### src/hdl/pm_msg_pkg.sv
// Package: constants for the power-management message header builder.
// Assumes a 4DW message TLP header presented as four 32-bit words.
package pm_msg_pkg;

  // ****************************************
  // Message types, codes and routing
  // ****************************************
  typedef enum logic [1:0] {
    MSG_ASPM_REJECT,
    MSG_PME,
    MSG_TURN_OFF,
    MSG_TURN_OFF_ACK
  } pm_msg_t;

  localparam logic [7:0] CODE_ASPM_REJECT   = 8'h14;
  localparam logic [7:0] CODE_PME           = 8'h18;
  localparam logic [7:0] CODE_TURN_OFF      = 8'h19;
  localparam logic [7:0] CODE_TURN_OFF_ACK  = 8'h1B;

  localparam logic [2:0] ROUTE_LOCAL        = 3'h4;
  localparam logic [2:0] ROUTE_TO_ROOT      = 3'h0;
  localparam logic [2:0] ROUTE_BCAST_DOWN   = 3'h3;
  localparam logic [2:0] ROUTE_GATHER_UP    = 3'h5;

  // ****************************************
  // Header field values
  // ****************************************
  localparam logic [1:0] FMT_4DW_NODATA     = 2'h1;
  localparam logic [1:0] TYPE_MSG_HI        = 2'h2;
  localparam logic [2:0] TC_DEFAULT         = 3'h0;
  localparam logic [1:0] ATTR_DEFAULT       = 2'h0;
  localparam logic [9:0] LENGTH_RSVD        = 10'h000;
  localparam logic [31:0] ADDR_RSVD         = 32'h0000_0000;
  localparam logic [7:0] TAG_DEFAULT        = 8'h00;
  localparam logic [2:0] FUNC_ZERO          = 3'h0;
  localparam logic [7:0] BUS_RESET          = 8'h00;
  localparam logic [4:0] DEV_RESET          = 5'h00;

  // Header bit positions within dword 0, dword 1 and the requester ID
  localparam int FMT_POS    = 29;
  localparam int TYPE_POS   = 24;
  localparam int TC_POS     = 20;
  localparam int ATTR_POS   = 12;
  localparam int REQID_POS  = 16;
  localparam int BUS_POS    = 8;
  localparam int DEV_POS    = 3;

endpackage

### src/hdl/pm_msg_builder.sv
// Power-management message header builder and classifier, one port.
// Assumes the caller holds a request until accepted and that config-write
// capture strobes come from the port's Type 0 configuration decoder.
`timescale 1ns/1ps
`default_nettype none

module pm_msg_builder
  import pm_msg_pkg::*;
#(
  parameter int  DS_PORTS    = 4,
  parameter bit  IS_ENDPOINT = 1'b1,
  parameter bit  IS_SWITCH   = 1'b0,
  parameter bit  LEGACY_ID   = 1'b0
) (
  input  wire logic                i_clk,
  input  wire logic                i_srst,
  // Type 0 configuration write completed by this function
  input  wire logic                i_cfg_wr,
  input  wire logic [7:0]          i_cfg_bus,
  input  wire logic [4:0]          i_cfg_dev,
  // Transmit request
  input  wire logic                i_tx_req,
  input  wire pm_msg_t             i_tx_type,
  input  wire logic [2:0]          i_tx_func,
  output logic                     o_tx_busy,
  output logic                     o_tx_valid,
  output logic [31:0]              o_tx_dw0,
  output logic [31:0]              o_tx_dw1,
  output logic [31:0]              o_tx_dw2,
  output logic [31:0]              o_tx_dw3,
  // Received message header words 0 and 1
  input  wire logic                i_rx_valid,
  input  wire logic [31:0]         i_rx_dw0,
  input  wire logic [31:0]         i_rx_dw1,
  input  wire logic [DS_PORTS-1:0] i_rx_port,
  output logic                     o_rx_valid,
  output logic                     o_rx_known,
  output pm_msg_t                  o_rx_type,
  output logic                     o_rx_fwd_up,
  output logic                     o_rx_terminate
);

  // ****************************************
  // Lookup by message type
  // ****************************************
  typedef struct packed {
    logic [7:0] code;
    logic [2:0] route;
    logic       func_in_id;
  } msg_desc_t;

  function automatic msg_desc_t lookup(input pm_msg_t t);
    msg_desc_t d;
    d = '{code: CODE_PME, route: ROUTE_TO_ROOT, func_in_id: 1'b1};
    unique case (t)
      MSG_ASPM_REJECT: begin
        d = '{CODE_ASPM_REJECT, ROUTE_LOCAL, !LEGACY_ID};
      end
      MSG_PME: begin
        d = '{CODE_PME, ROUTE_TO_ROOT, IS_ENDPOINT};
      end
      MSG_TURN_OFF: begin
        d = '{CODE_TURN_OFF, ROUTE_BCAST_DOWN, 1'b1};
      end
      MSG_TURN_OFF_ACK: begin
        d = '{CODE_TURN_OFF_ACK, ROUTE_GATHER_UP, LEGACY_ID};
      end
    endcase
    return d;
  endfunction

  // ****************************************
  // Bus and device capture
  // ****************************************
  logic [7:0] bus_r;
  logic [7:0] bus_nxt;
  logic [4:0] dev_r;
  logic [4:0] dev_nxt;

  always_comb begin
    bus_nxt = bus_r;
    dev_nxt = dev_r;
    // Re-captured on every write: numbers may change at run time
    if (i_cfg_wr) begin
      bus_nxt = i_cfg_bus;
      dev_nxt = i_cfg_dev;
    end
  end

  always_ff @(posedge i_clk) begin
    if (i_srst) begin
      bus_r <= BUS_RESET;
      dev_r <= DEV_RESET;
    end else begin
      bus_r <= bus_nxt;
      dev_r <= dev_nxt;
    end
  end

  // ****************************************
  // Header builder
  // ****************************************
  logic        tx_valid_r;
  logic        tx_valid_nxt;
  logic [31:0] dw0_r;
  logic [31:0] dw0_nxt;
  logic [31:0] dw1_r;
  logic [31:0] dw1_nxt;
  logic [31:0] dw2_r;
  logic [31:0] dw2_nxt;
  logic [31:0] dw3_r;
  logic [31:0] dw3_nxt;
  msg_desc_t   tx_desc;
  logic [2:0]  tx_fn;
  logic        sw_ack_send;

  always_comb begin
    tx_desc      = lookup(i_tx_type);
    tx_fn        = tx_desc.func_in_id ? i_tx_func : FUNC_ZERO;
    tx_valid_nxt = 1'b0;
    dw0_nxt      = dw0_r;
    dw1_nxt      = dw1_r;
    dw2_nxt      = dw2_r;
    dw3_nxt      = dw3_r;
    if ((i_tx_req && !tx_valid_r) || sw_ack_send) begin
      if (sw_ack_send) begin
        tx_desc = lookup(MSG_TURN_OFF_ACK);
        tx_fn   = tx_desc.func_in_id ? i_tx_func : FUNC_ZERO;
      end
      tx_valid_nxt = 1'b1;
      dw0_nxt = 32'h0000_0000;
      dw0_nxt[FMT_POS +: 2]  = FMT_4DW_NODATA;
      dw0_nxt[TYPE_POS +: 5] = {TYPE_MSG_HI, tx_desc.route};
      dw0_nxt[TC_POS +: 3]   = TC_DEFAULT;
      dw0_nxt[ATTR_POS +: 2] = ATTR_DEFAULT;
      dw0_nxt[9:0]           = LENGTH_RSVD;
      dw1_nxt = {bus_r, dev_r, tx_fn, TAG_DEFAULT, tx_desc.code};
      dw2_nxt = ADDR_RSVD;
      dw3_nxt = ADDR_RSVD;
    end
  end

  always_ff @(posedge i_clk) begin
    if (i_srst) begin
      tx_valid_r <= 1'b0;
      dw0_r      <= 32'h0000_0000;
      dw1_r      <= 32'h0000_0000;
      dw2_r      <= 32'h0000_0000;
      dw3_r      <= 32'h0000_0000;
    end else begin
      tx_valid_r <= tx_valid_nxt;
      dw0_r      <= dw0_nxt;
      dw1_r      <= dw1_nxt;
      dw2_r      <= dw2_nxt;
      dw3_r      <= dw3_nxt;
    end
  end

  // ****************************************
  // Receive classifier and ack merge
  // ****************************************
  logic                rx_valid_r;
  logic                rx_known_r;
  pm_msg_t             rx_type_r;
  logic                rx_fwd_r;
  logic                rx_term_r;
  logic [DS_PORTS-1:0] ack_seen_r;
  logic [DS_PORTS-1:0] ack_seen_nxt;
  logic                rx_known_nxt;
  pm_msg_t             rx_type_nxt;
  logic                rx_fwd_nxt;
  logic                rx_term_nxt;
  logic [7:0]          rx_code;
  logic                rx_is_ack;
  msg_desc_t           rx_desc;

  always_comb begin
    // Only code and routing are examined; Length and Address are ignored
    rx_code      = i_rx_dw1[7:0];
    rx_known_nxt = 1'b1;
    rx_type_nxt  = MSG_PME;
    rx_fwd_nxt   = 1'b0;
    rx_term_nxt  = 1'b0;
    unique case (rx_code)
      CODE_ASPM_REJECT:  begin
        rx_type_nxt = MSG_ASPM_REJECT;
        rx_term_nxt = 1'b1;
      end
      CODE_PME:          begin
        rx_type_nxt = MSG_PME;
        rx_fwd_nxt  = IS_SWITCH;
      end
      CODE_TURN_OFF:     begin
        rx_type_nxt = MSG_TURN_OFF;
      end
      CODE_TURN_OFF_ACK: begin
        rx_type_nxt = MSG_TURN_OFF_ACK;
      end
      default:           begin
        rx_known_nxt = 1'b0;
      end
    endcase
    rx_desc      = lookup(rx_type_nxt);
    if (i_rx_dw0[TYPE_POS +: 3] != rx_desc.route) begin
      rx_known_nxt = 1'b0;
    end
    rx_is_ack    = i_rx_valid && rx_known_nxt
                   && rx_type_nxt == MSG_TURN_OFF_ACK;
    ack_seen_nxt = ack_seen_r;
    sw_ack_send  = 1'b0;
    if (IS_SWITCH && rx_is_ack) begin
      ack_seen_nxt = ack_seen_r | i_rx_port;
      // Ack goes upstream once every downstream port has answered
      if (&ack_seen_nxt) begin
        sw_ack_send  = 1'b1;
        ack_seen_nxt = '0;
      end
    end
  end

  always_ff @(posedge i_clk) begin
    if (i_srst) begin
      rx_valid_r <= 1'b0;
      rx_known_r <= 1'b0;
      rx_type_r  <= MSG_PME;
      rx_fwd_r   <= 1'b0;
      rx_term_r  <= 1'b0;
      ack_seen_r <= '0;
    end else begin
      rx_valid_r <= i_rx_valid;
      rx_known_r <= rx_known_nxt;
      rx_type_r  <= rx_type_nxt;
      rx_fwd_r   <= rx_fwd_nxt;
      rx_term_r  <= rx_term_nxt;
      ack_seen_r <= ack_seen_nxt;
    end
  end

  // A switch-merged ack takes the slot; a held local request waits two cycles (ack cycle, then busy cycle)
  assign o_tx_busy      = tx_valid_r;
  assign o_tx_valid     = tx_valid_r;
  assign o_tx_dw0       = dw0_r;
  assign o_tx_dw1       = dw1_r;
  assign o_tx_dw2       = dw2_r;
  assign o_tx_dw3       = dw3_r;
  assign o_rx_valid     = rx_valid_r;
  assign o_rx_known     = rx_known_r;
  assign o_rx_type      = rx_type_r;
  assign o_rx_fwd_up    = rx_fwd_r;
  assign o_rx_terminate = rx_term_r;
endmodule

`default_nettype wire

### config.mk
export PLATFORM = sky130hd
export DESIGN_NAME = pm_msg_builder
export DESIGN_NICKNAME = d
export VERILOG_FILES = /design/src/hdl/pm_msg_pkg.sv /design/src/hdl/pm_msg_builder.sv
export SDC_FILE = /design/constraint.sdc
export NUM_CORES = 1
export LEC_CHECK = 0
export BUFFER_PORTS_ARGS = -buffer_cell sky130_fd_sc_hd__buf_2
export CAP_MARGIN = 10
export CORE_AREA = 3 3 87 89
export CTS_CLUSTER_DIAMETER = 30
export DETAILED_ROUTE_END_ITERATION = 8
export DIE_AREA = 0 0 90 92
export PLACE_DENSITY = 0.74
export SLEW_MARGIN = 20
export SYNTH_ARGS = -nofsm -noshare
export SYNTH_HDL_FRONTEND = slang
export SYNTH_SLANG_ARGS = --single-unit
### constraint.sdc
create_clock -name i_clk -period 1.4 [get_ports i_clk]
set_input_delay 0.07 -clock i_clk [delete_from_list [all_inputs] [get_ports i_clk]]
set_output_delay 0.07 -clock i_clk [all_outputs]
set_load 0.1 [all_outputs]
==> reports/results.tsv, run 1 <==
metric	value	unit
outcome	complete, no violations	
grt_pass1_vias	1448	
layout-drive-gt1-share	0.243	
synth_top_cell_area_share	0.357	
required	1330	ps
grt_pass1_wl	6640	um
die-area	8280	um^2
hold_viol_final	0	
critical_path_class	flip-flop to output port	
wl_per_cell	10.1	um
routabilityCongestion	0.748	
yosysSeqAreaShare	0.357	
numCtsBuffers	5	
ctsLongestPathBuffers	2	
numPlacedInstances	431	
ys_types	27	
finalCriticalPeriod	1160	ps
yosysMostFrequentCell	buf_4	
drc	0	
cts_tree	done	
slew_viol_final	0	
startpoint_type	flip-flop	
syn_inst	279	
placement_rows	30	
areaGrowthSynthToFinish	7.22	%
io_buffers	66	
setup_viol	0	
sw_frac_of_total	0.512	
synth_area_leaders	dfxtp_1, buf_4, nand2_1, mux2i_1, a21oi_1	
min-delay-path-class	input port to flip-flop	
ys_ff_latch	42	
avgSynthCellArea	8.44	um^2
die_w	90	um
end_kind	output port	
routed_wl	4460	um
synth_edf_count	0	
post_cts_buffers	0	
io_pins	227	
core_area	6830	um^2
clock_power_share	0.244	
p_leak	1.32	nW
critPathMaxFanout	4	
power_frac_seq	0.318	
path_delay_family	buffers and inverters	
grt_remaining_overflow	0	
clk_latency	290	ps
cts_resized	0	
synth_top_cells_by_count	buf_4, dfxtp_1, nand2_1	
p_comb_frac	0.439	
fin_worst_skew	9.59	ps
fin_ws	243	ps
grt_max_degree	39	
ant_nets	0	
finalPower	4.02	mW
drt-pass1-iter-count	4	
fin_cells	441	
antenna_found_initial	0	
synth_top_cell_by_area	dfxtp_1	
slowest_delay	420	ps
vdd_drop_max	628	uV
synth_area	2360	um^2
fin_tns_setup	0	ps
critPathBufInv	1	
dpl_worst_slack	251	ps
switching_power	2.06	mW
rsz0062_at_grt	false	
htreeDepth	2	
fp.dieH	92	um
synthFlopType	dfxtp_1	
crit_slowest_cell	buf_2	
cp_cell_sequence	buf_2	
min_period_over_period	0.827	
grt_use_total	0.0982	
maxCapViolations	0	
synthArstFlopShare	0	
initial_core_util	0.345	
ys_warn_count	0	
drt_iter0_markers	35	
hpwl	3460	um
viasPerCell	3.74	
intPower	1.96	mW
cp.arrival	1090	ps
clock_tree.root_cell	clkbuf_8	
clkSinkCount	42	
power.density	1590	nW/um^2
vias	1649	
path_clk_slew	80	ps
num_antenna_cells	0	
max_clock_freq	0.864	GHz
fin_nets	438	
==> final timing paths <==
check / startpoint / endpoint / slack, ps / cells after the start
max: o_tx_busy$_SDFF_PP0_ / o_tx_busy / 240 / 1
min: i_cfg_bus[1] / bus_r[1]$_SDFFE_PP0P_ / 10 / 3
max reg2reg: o_tx_busy$_SDFF_PP0_ / o_tx_dw1[20]$_SDFFE_PP0P_ / 270 / 4
min reg2reg: dev_r[0]$_SDFFE_PP0P_ / o_tx_dw1[19]$_SDFFE_PP0P_ / 450 / 2
==> kinds of logic (layout without fill, tap and decap cells) <==
kind of cell,after synthesis,count (layout),synth area share
flip-flops,42,42,0.357
AND/OR/NAND/NOR,76,76,0.146
AO/OA/AOI/OAI,24,24,0.0590
XOR/XNOR,1,1,0.00372
adder cells (fa/ha/maj),3,3,0.0159
other,1,103,0.00159
multiplexers,13,13,0.0552
buffers and inverters,119,83,0.362
==> cells in the final DEF (no fill, tap or decap), drive strengths merged <==
| cell | n |
|---|---|
| a211o | 1 |
| a211oi | 1 |
| a21oi | 20 |
| a221oi | 1 |
| and3b | 1 |
| and4bb | 1 |
| buf | 71 |
| bufinv | 1 |
| clkbuf | 7 |
| conb | 103 |
| dfxtp | 42 |
| dlygate4sd3 | 2 |
| ha | 3 |
| inv | 2 |
| mux2i | 13 |
| nand2 | 37 |
| nand2b | 3 |
| nand3 | 2 |
| nand3b | 4 |
| nor2 | 20 |
| nor2b | 2 |
| nor3 | 3 |
| nor3b | 1 |
| o21bai | 1 |
| or3 | 1 |
| or4 | 1 |
| xor2 | 1 |
==> power by group through the flow <==
stage | logic, mW | registers [mW] | clock network, mW
4_1_cts | 1.76 | 1.28 | 1.03
3_5_place_dp | 1.76 | 1.31 | 0
6_report | 1.76 | 1.28 | 0.980
2_1_floorplan | 1.63 | 1.54 | 0
5_1_grt | 1.81 | 1.29 | 1.07
3_3_place_gp | 1.75 | 1.30 | 0
==> area by class of cell <==
type / count / area [um^2]
Clock buffer: 7 / 86.3
Clock inverter: 1 / 30.0
Timing Repair Buffer: 73 / 388
Tap cell: 96 / 120
Fill cell: 739 / 4310
Multi-Input combinational cell: 220 / 1050
Sequential cell: 42 / 847
Inverter: 2 / 7.51
==> through the flow <==
| stage | hold slack, ps | area, um^2 | utilization |
|---|---|---|---|
| after floorplan | 148 | 2750 | - |
| after global placement | 292 | 2390 | 0.350 |
| after detailed placement | 298 | 2390 | 0.350 |
| after CTS | 1.44 | 2530 | 0.370 |
| after global routing | 5.42 | 2530 | 0.370 |
| final | 14.4 | 2530 | 0.370 |
==> worst register-to-register path, stage by stage, from the launching register on <==
cell	delay, ps
dfxtp_4	370
nand2b_1	270
buf_4	230
nand2_1	60
a21oi_1	130
==> state kept, by name, summed over array words and instances (netlist names) <==
| signal | count |
|---|---|
| o_tx_busy | 1 |
| o_rx_type | 2 |
| bus_r | 8 |
| o_tx_dw1 | 20 |
| o_rx_terminate | 1 |
| o_rx_valid | 1 |
| o_rx_known | 1 |
| dev_r | 5 |
| o_tx_dw0 | 3 |
==> per-layer routing <==
| metal | vias up | GRT usage | share of wire |
|---|---|---|---|
| met1 | 737 | 0.107 | 0.37 |
| met2 | 99 | 0.175 | 0.51 |
| met5 | - | 0 | 0 |
| li1 | 809 | - | - |
| met4 | 0 | 0.0319 | 0.0083 |
| met3 | 4 | 0.0369 | 0.11 |
==> timing repair <==
action | 4_1_cts | 5_1_grt
setup endpoints to repair | 0 | 0
endpoints found under the hold margin | 2 | 0
hold buffers | 2 | 0
No activity file was read; power rests on OpenSTA's default activity.
==> run 2: changes to the inputs <==
--- a/config.mk
+++ b/config.mk
@@ -7,11 +7,11 @@
 export LEC_CHECK = 0
 export BUFFER_PORTS_ARGS = -buffer_cell sky130_fd_sc_hd__buf_2
 export CAP_MARGIN = 10
-export CORE_AREA = 3 3 87 89
+export CORE_MARGIN = 3
+export CORE_UTILIZATION = 33
 export CTS_CLUSTER_DIAMETER = 30
 export DETAILED_ROUTE_END_ITERATION = 8
-export DIE_AREA = 0 0 90 92
-export PLACE_DENSITY = 0.74
+export PLACE_DENSITY = 0.75
 export SLEW_MARGIN = 20
 export SYNTH_ARGS = -nofsm -noshare
 export SYNTH_HDL_FRONTEND = slang
==> constraint.sdc (replaced) <==
create_clock -name i_clk -period 1 [get_ports i_clk]
set_input_delay 0.05 -clock i_clk [delete_from_list [all_inputs] [get_ports i_clk]]
set_output_delay 0.05 -clock i_clk [all_outputs]
set_load 0.1 [all_outputs]
==> run 2 against run 1 <==
The run now ends with setup timing left. Combinational power rose by 56%. Routed wire length rose by 9.1%. Sequential power rose by 42%. Via count rose by 4.2%. Count of clock-buffer cells in the layout fell by 2.
==> reports/results.tsv, run 2 (synthesized netlist as in run 1, its figures left out) <==
metric	value	unit	change
outcome	finished with violations		
violations	setup timing		
slew_viol_final	0		unchanged
rr_worst_depth	4		unchanged
fin_worst_skew	5.31	ps	-4.28 ps
htreeDepth	2		unchanged
grt_max_degree	39		unchanged
initial_core_util	0.343		-0.00188
routabilityCongestion	0.787		+5.3%
reg2reg_from	o_tx_busy$_SDFF_PP0_		
antenna_found_initial	0		unchanged
routed_wl	4870	um	+9.1%
fillers	653		-12%
intPower	2.68	mW	+37%
power.density	1740	nW/um^2	+9.0%
critPathMaxFanout	3		-1
placement_rows	30		unchanged
numCtsBuffers	5		unchanged
die_w	90.5	um	+0.55%
finalCriticalPeriod	1000	ps	
fp.dieH	90.5	um	-1.6%
min_period_over_period	1.00		
min-delay-path-class	input port to flip-flop		
io_buffers	66		unchanged
core_area	6870	um^2	+0.55%
fin_ws	-4.16	ps	-247 ps
io_pins	227		unchanged
met2_usage	0.198		+0.0222
critical_path_class	flip-flop to output port		
areaGrowthSynthToFinish	38.7	%	
slowest_delay	380	ps	-40 ps
ctsLongestPathBuffers	2		unchanged
vias	1718		+4.2%
sw_frac_of_total	0.526		+0.0142
hpwl	3710	um	+7.0%
viasPerCell	3.74		about the same
drt_iter0_markers	80		+130%
fin_nets	456		+4.1%
cp.arrival	950	ps	-140 ps
clkSinkCount	42		unchanged
vdd_drop_max	772	uV	+23%
max_clock_freq	0.996	GHz	
path_clk_slew	80	ps	about the same
grt_use_total	0.110		+0.0115
required	950	ps	-380 ps
hold_viol_final	0		unchanged
gr-usage-met3	0.0333		-0.00358
layout-drive-gt1-share	0.317		+0.0733
grt_pass1_wl	7330	um	+11%
p_leak	1.54	nW	+17%
dpl_worst_slack	-116	ps	-367 ps
ant_nets	0		unchanged
wl_per_cell	10.6	um	+4.8%
final_util	0.476		+0.106
fin_hold_ws	10.4	ps	-3.99 ps
power_frac_seq	0.322		+0.004
num_antenna_cells	0		unchanged
startpoint_type	flip-flop		
worstSetupEndpoint	o_tx_valid		
rr_endpoint	o_tx_dw1[17]$_SDFFE_PP0P_		
end_kind	output port		
maxCapViolations	0		unchanged
largest_register_ff_count	20		unchanged
drt-pass1-iter-count	4		unchanged
reg2reg_slack	20	ps	-250 ps
finalPower	5.67	mW	+41%
crit_slowest_cell	dfxtp_4		
clk_latency	290	ps	about the same
layout_common_cells	conb_1, nand2_1, buf_12, buf_2, dfxtp_2		
mostFrequentLayoutCell	conb_1		
drc	0		unchanged
clock_power_share	0.193		-0.051
setup_viol	2		+2
die-area	8190	um^2	-1.1%
use_met1	0.120		+0.0124
startpoint	o_tx_busy$_SDFF_PP0_		
hold_depth	3		unchanged
switching_power	2.98	mW	+45%
rsz0062_at_grt	true		
cts_tree	done		
grt.busiest_layer	met2		
grt_pass1_vias	1552		+7.2%
grt_remaining_overflow	0		unchanged
p_comb_frac	0.486		+0.047
clock_tree.root_cell	clkbuf_8		
cp_cell_sequence	buf_6 > buf_12		
-- run 2: worst max-delay path: cells and delay by family (launching register included) --
kind	cells	cell delay, ps
flip-flops	1	380
buffers and inverters	2	290
-- run 2: area by class of cell --
| cell class | count | area [um^2] | area share |
|---|---|---|---|
| flip-flops and latches | 42 | 878 | 0.269 |
| multi-input cells | 220 | 1070 | 0.327 |
| clock inverters | 3 | 21.3 | 0.00651 |
| well taps | 96 | 120 | 0.0368 |
| inverters | 2 | 7.51 | 0.00230 |
| repair buffers | 91 | 1100 | 0.338 |
| clock buffers | 5 | 68.8 | 0.0211 |
-- run 2: how the worst min path moves through the flow --
| stage | startpoint | end | slack [ps] |
|---|---|---|---|
| floorplan | i_rx_dw1[1] | o_rx_terminate$_SDFF_PP0_ | 130 |
| global placement | i_rx_valid | o_rx_valid$_SDFF_PP0_ | 280 |
| detailed placement | i_rx_valid | o_rx_valid$_SDFF_PP0_ | 280 |
| CTS | i_cfg_dev[0] | dev_r[0]$_SDFFE_PP0P_ | 0.2 |
| global route | i_tx_func[0] | o_tx_dw1[16]$_SDFFE_PP0P_ | 10 |
| finish | i_cfg_dev[0] | dev_r[0]$_SDFFE_PP0P_ | 10 |
-- run 2: metrics by stage --
stage          setup TNS [ps]  instance area (um^2)  std cells
2_1_floorplan           -2750                  2820        381
5_1_grt                  -272                  3270        459
3_5_place_dp             -165                  3010        437
6_report                -4.65                  3270        459
3_3_place_gp             -107                  3010        437
4_1_cts                 -31.9                  3240        458
-- run 2: metal layers --
layer  routed length [um]  up-vias  part of all wire
li1                     -      842                 -
met1                 1810      773              0.37
met2                 2570       94              0.53
met3                  399        9             0.082
met4                   91        0             0.019
met5                    0        -                 0
-- run 2: power by group through the flow --
stage                     combinational [mW]  sequential (mW)  clock [mW]
final                                   2.75             1.82        1.09
after global routing                    2.82             1.84        1.21
after CTS                               2.73             1.83        1.15
after detailed placement                2.69             1.87           0
after global placement                  2.67             1.86           0
after floorplan                         2.30             2.16           0
-- run 2: repair_timing --
action | CTS | global route
gates resized for setup | 1 | 6
setup endpoints to repair | 2 | 17
buffers inserted | 0 | 1
hold endpoints to repair | 14 | 0
hold buffers | 13 | 0
cloned | 0 | 0
pin swaps | 0 | 3
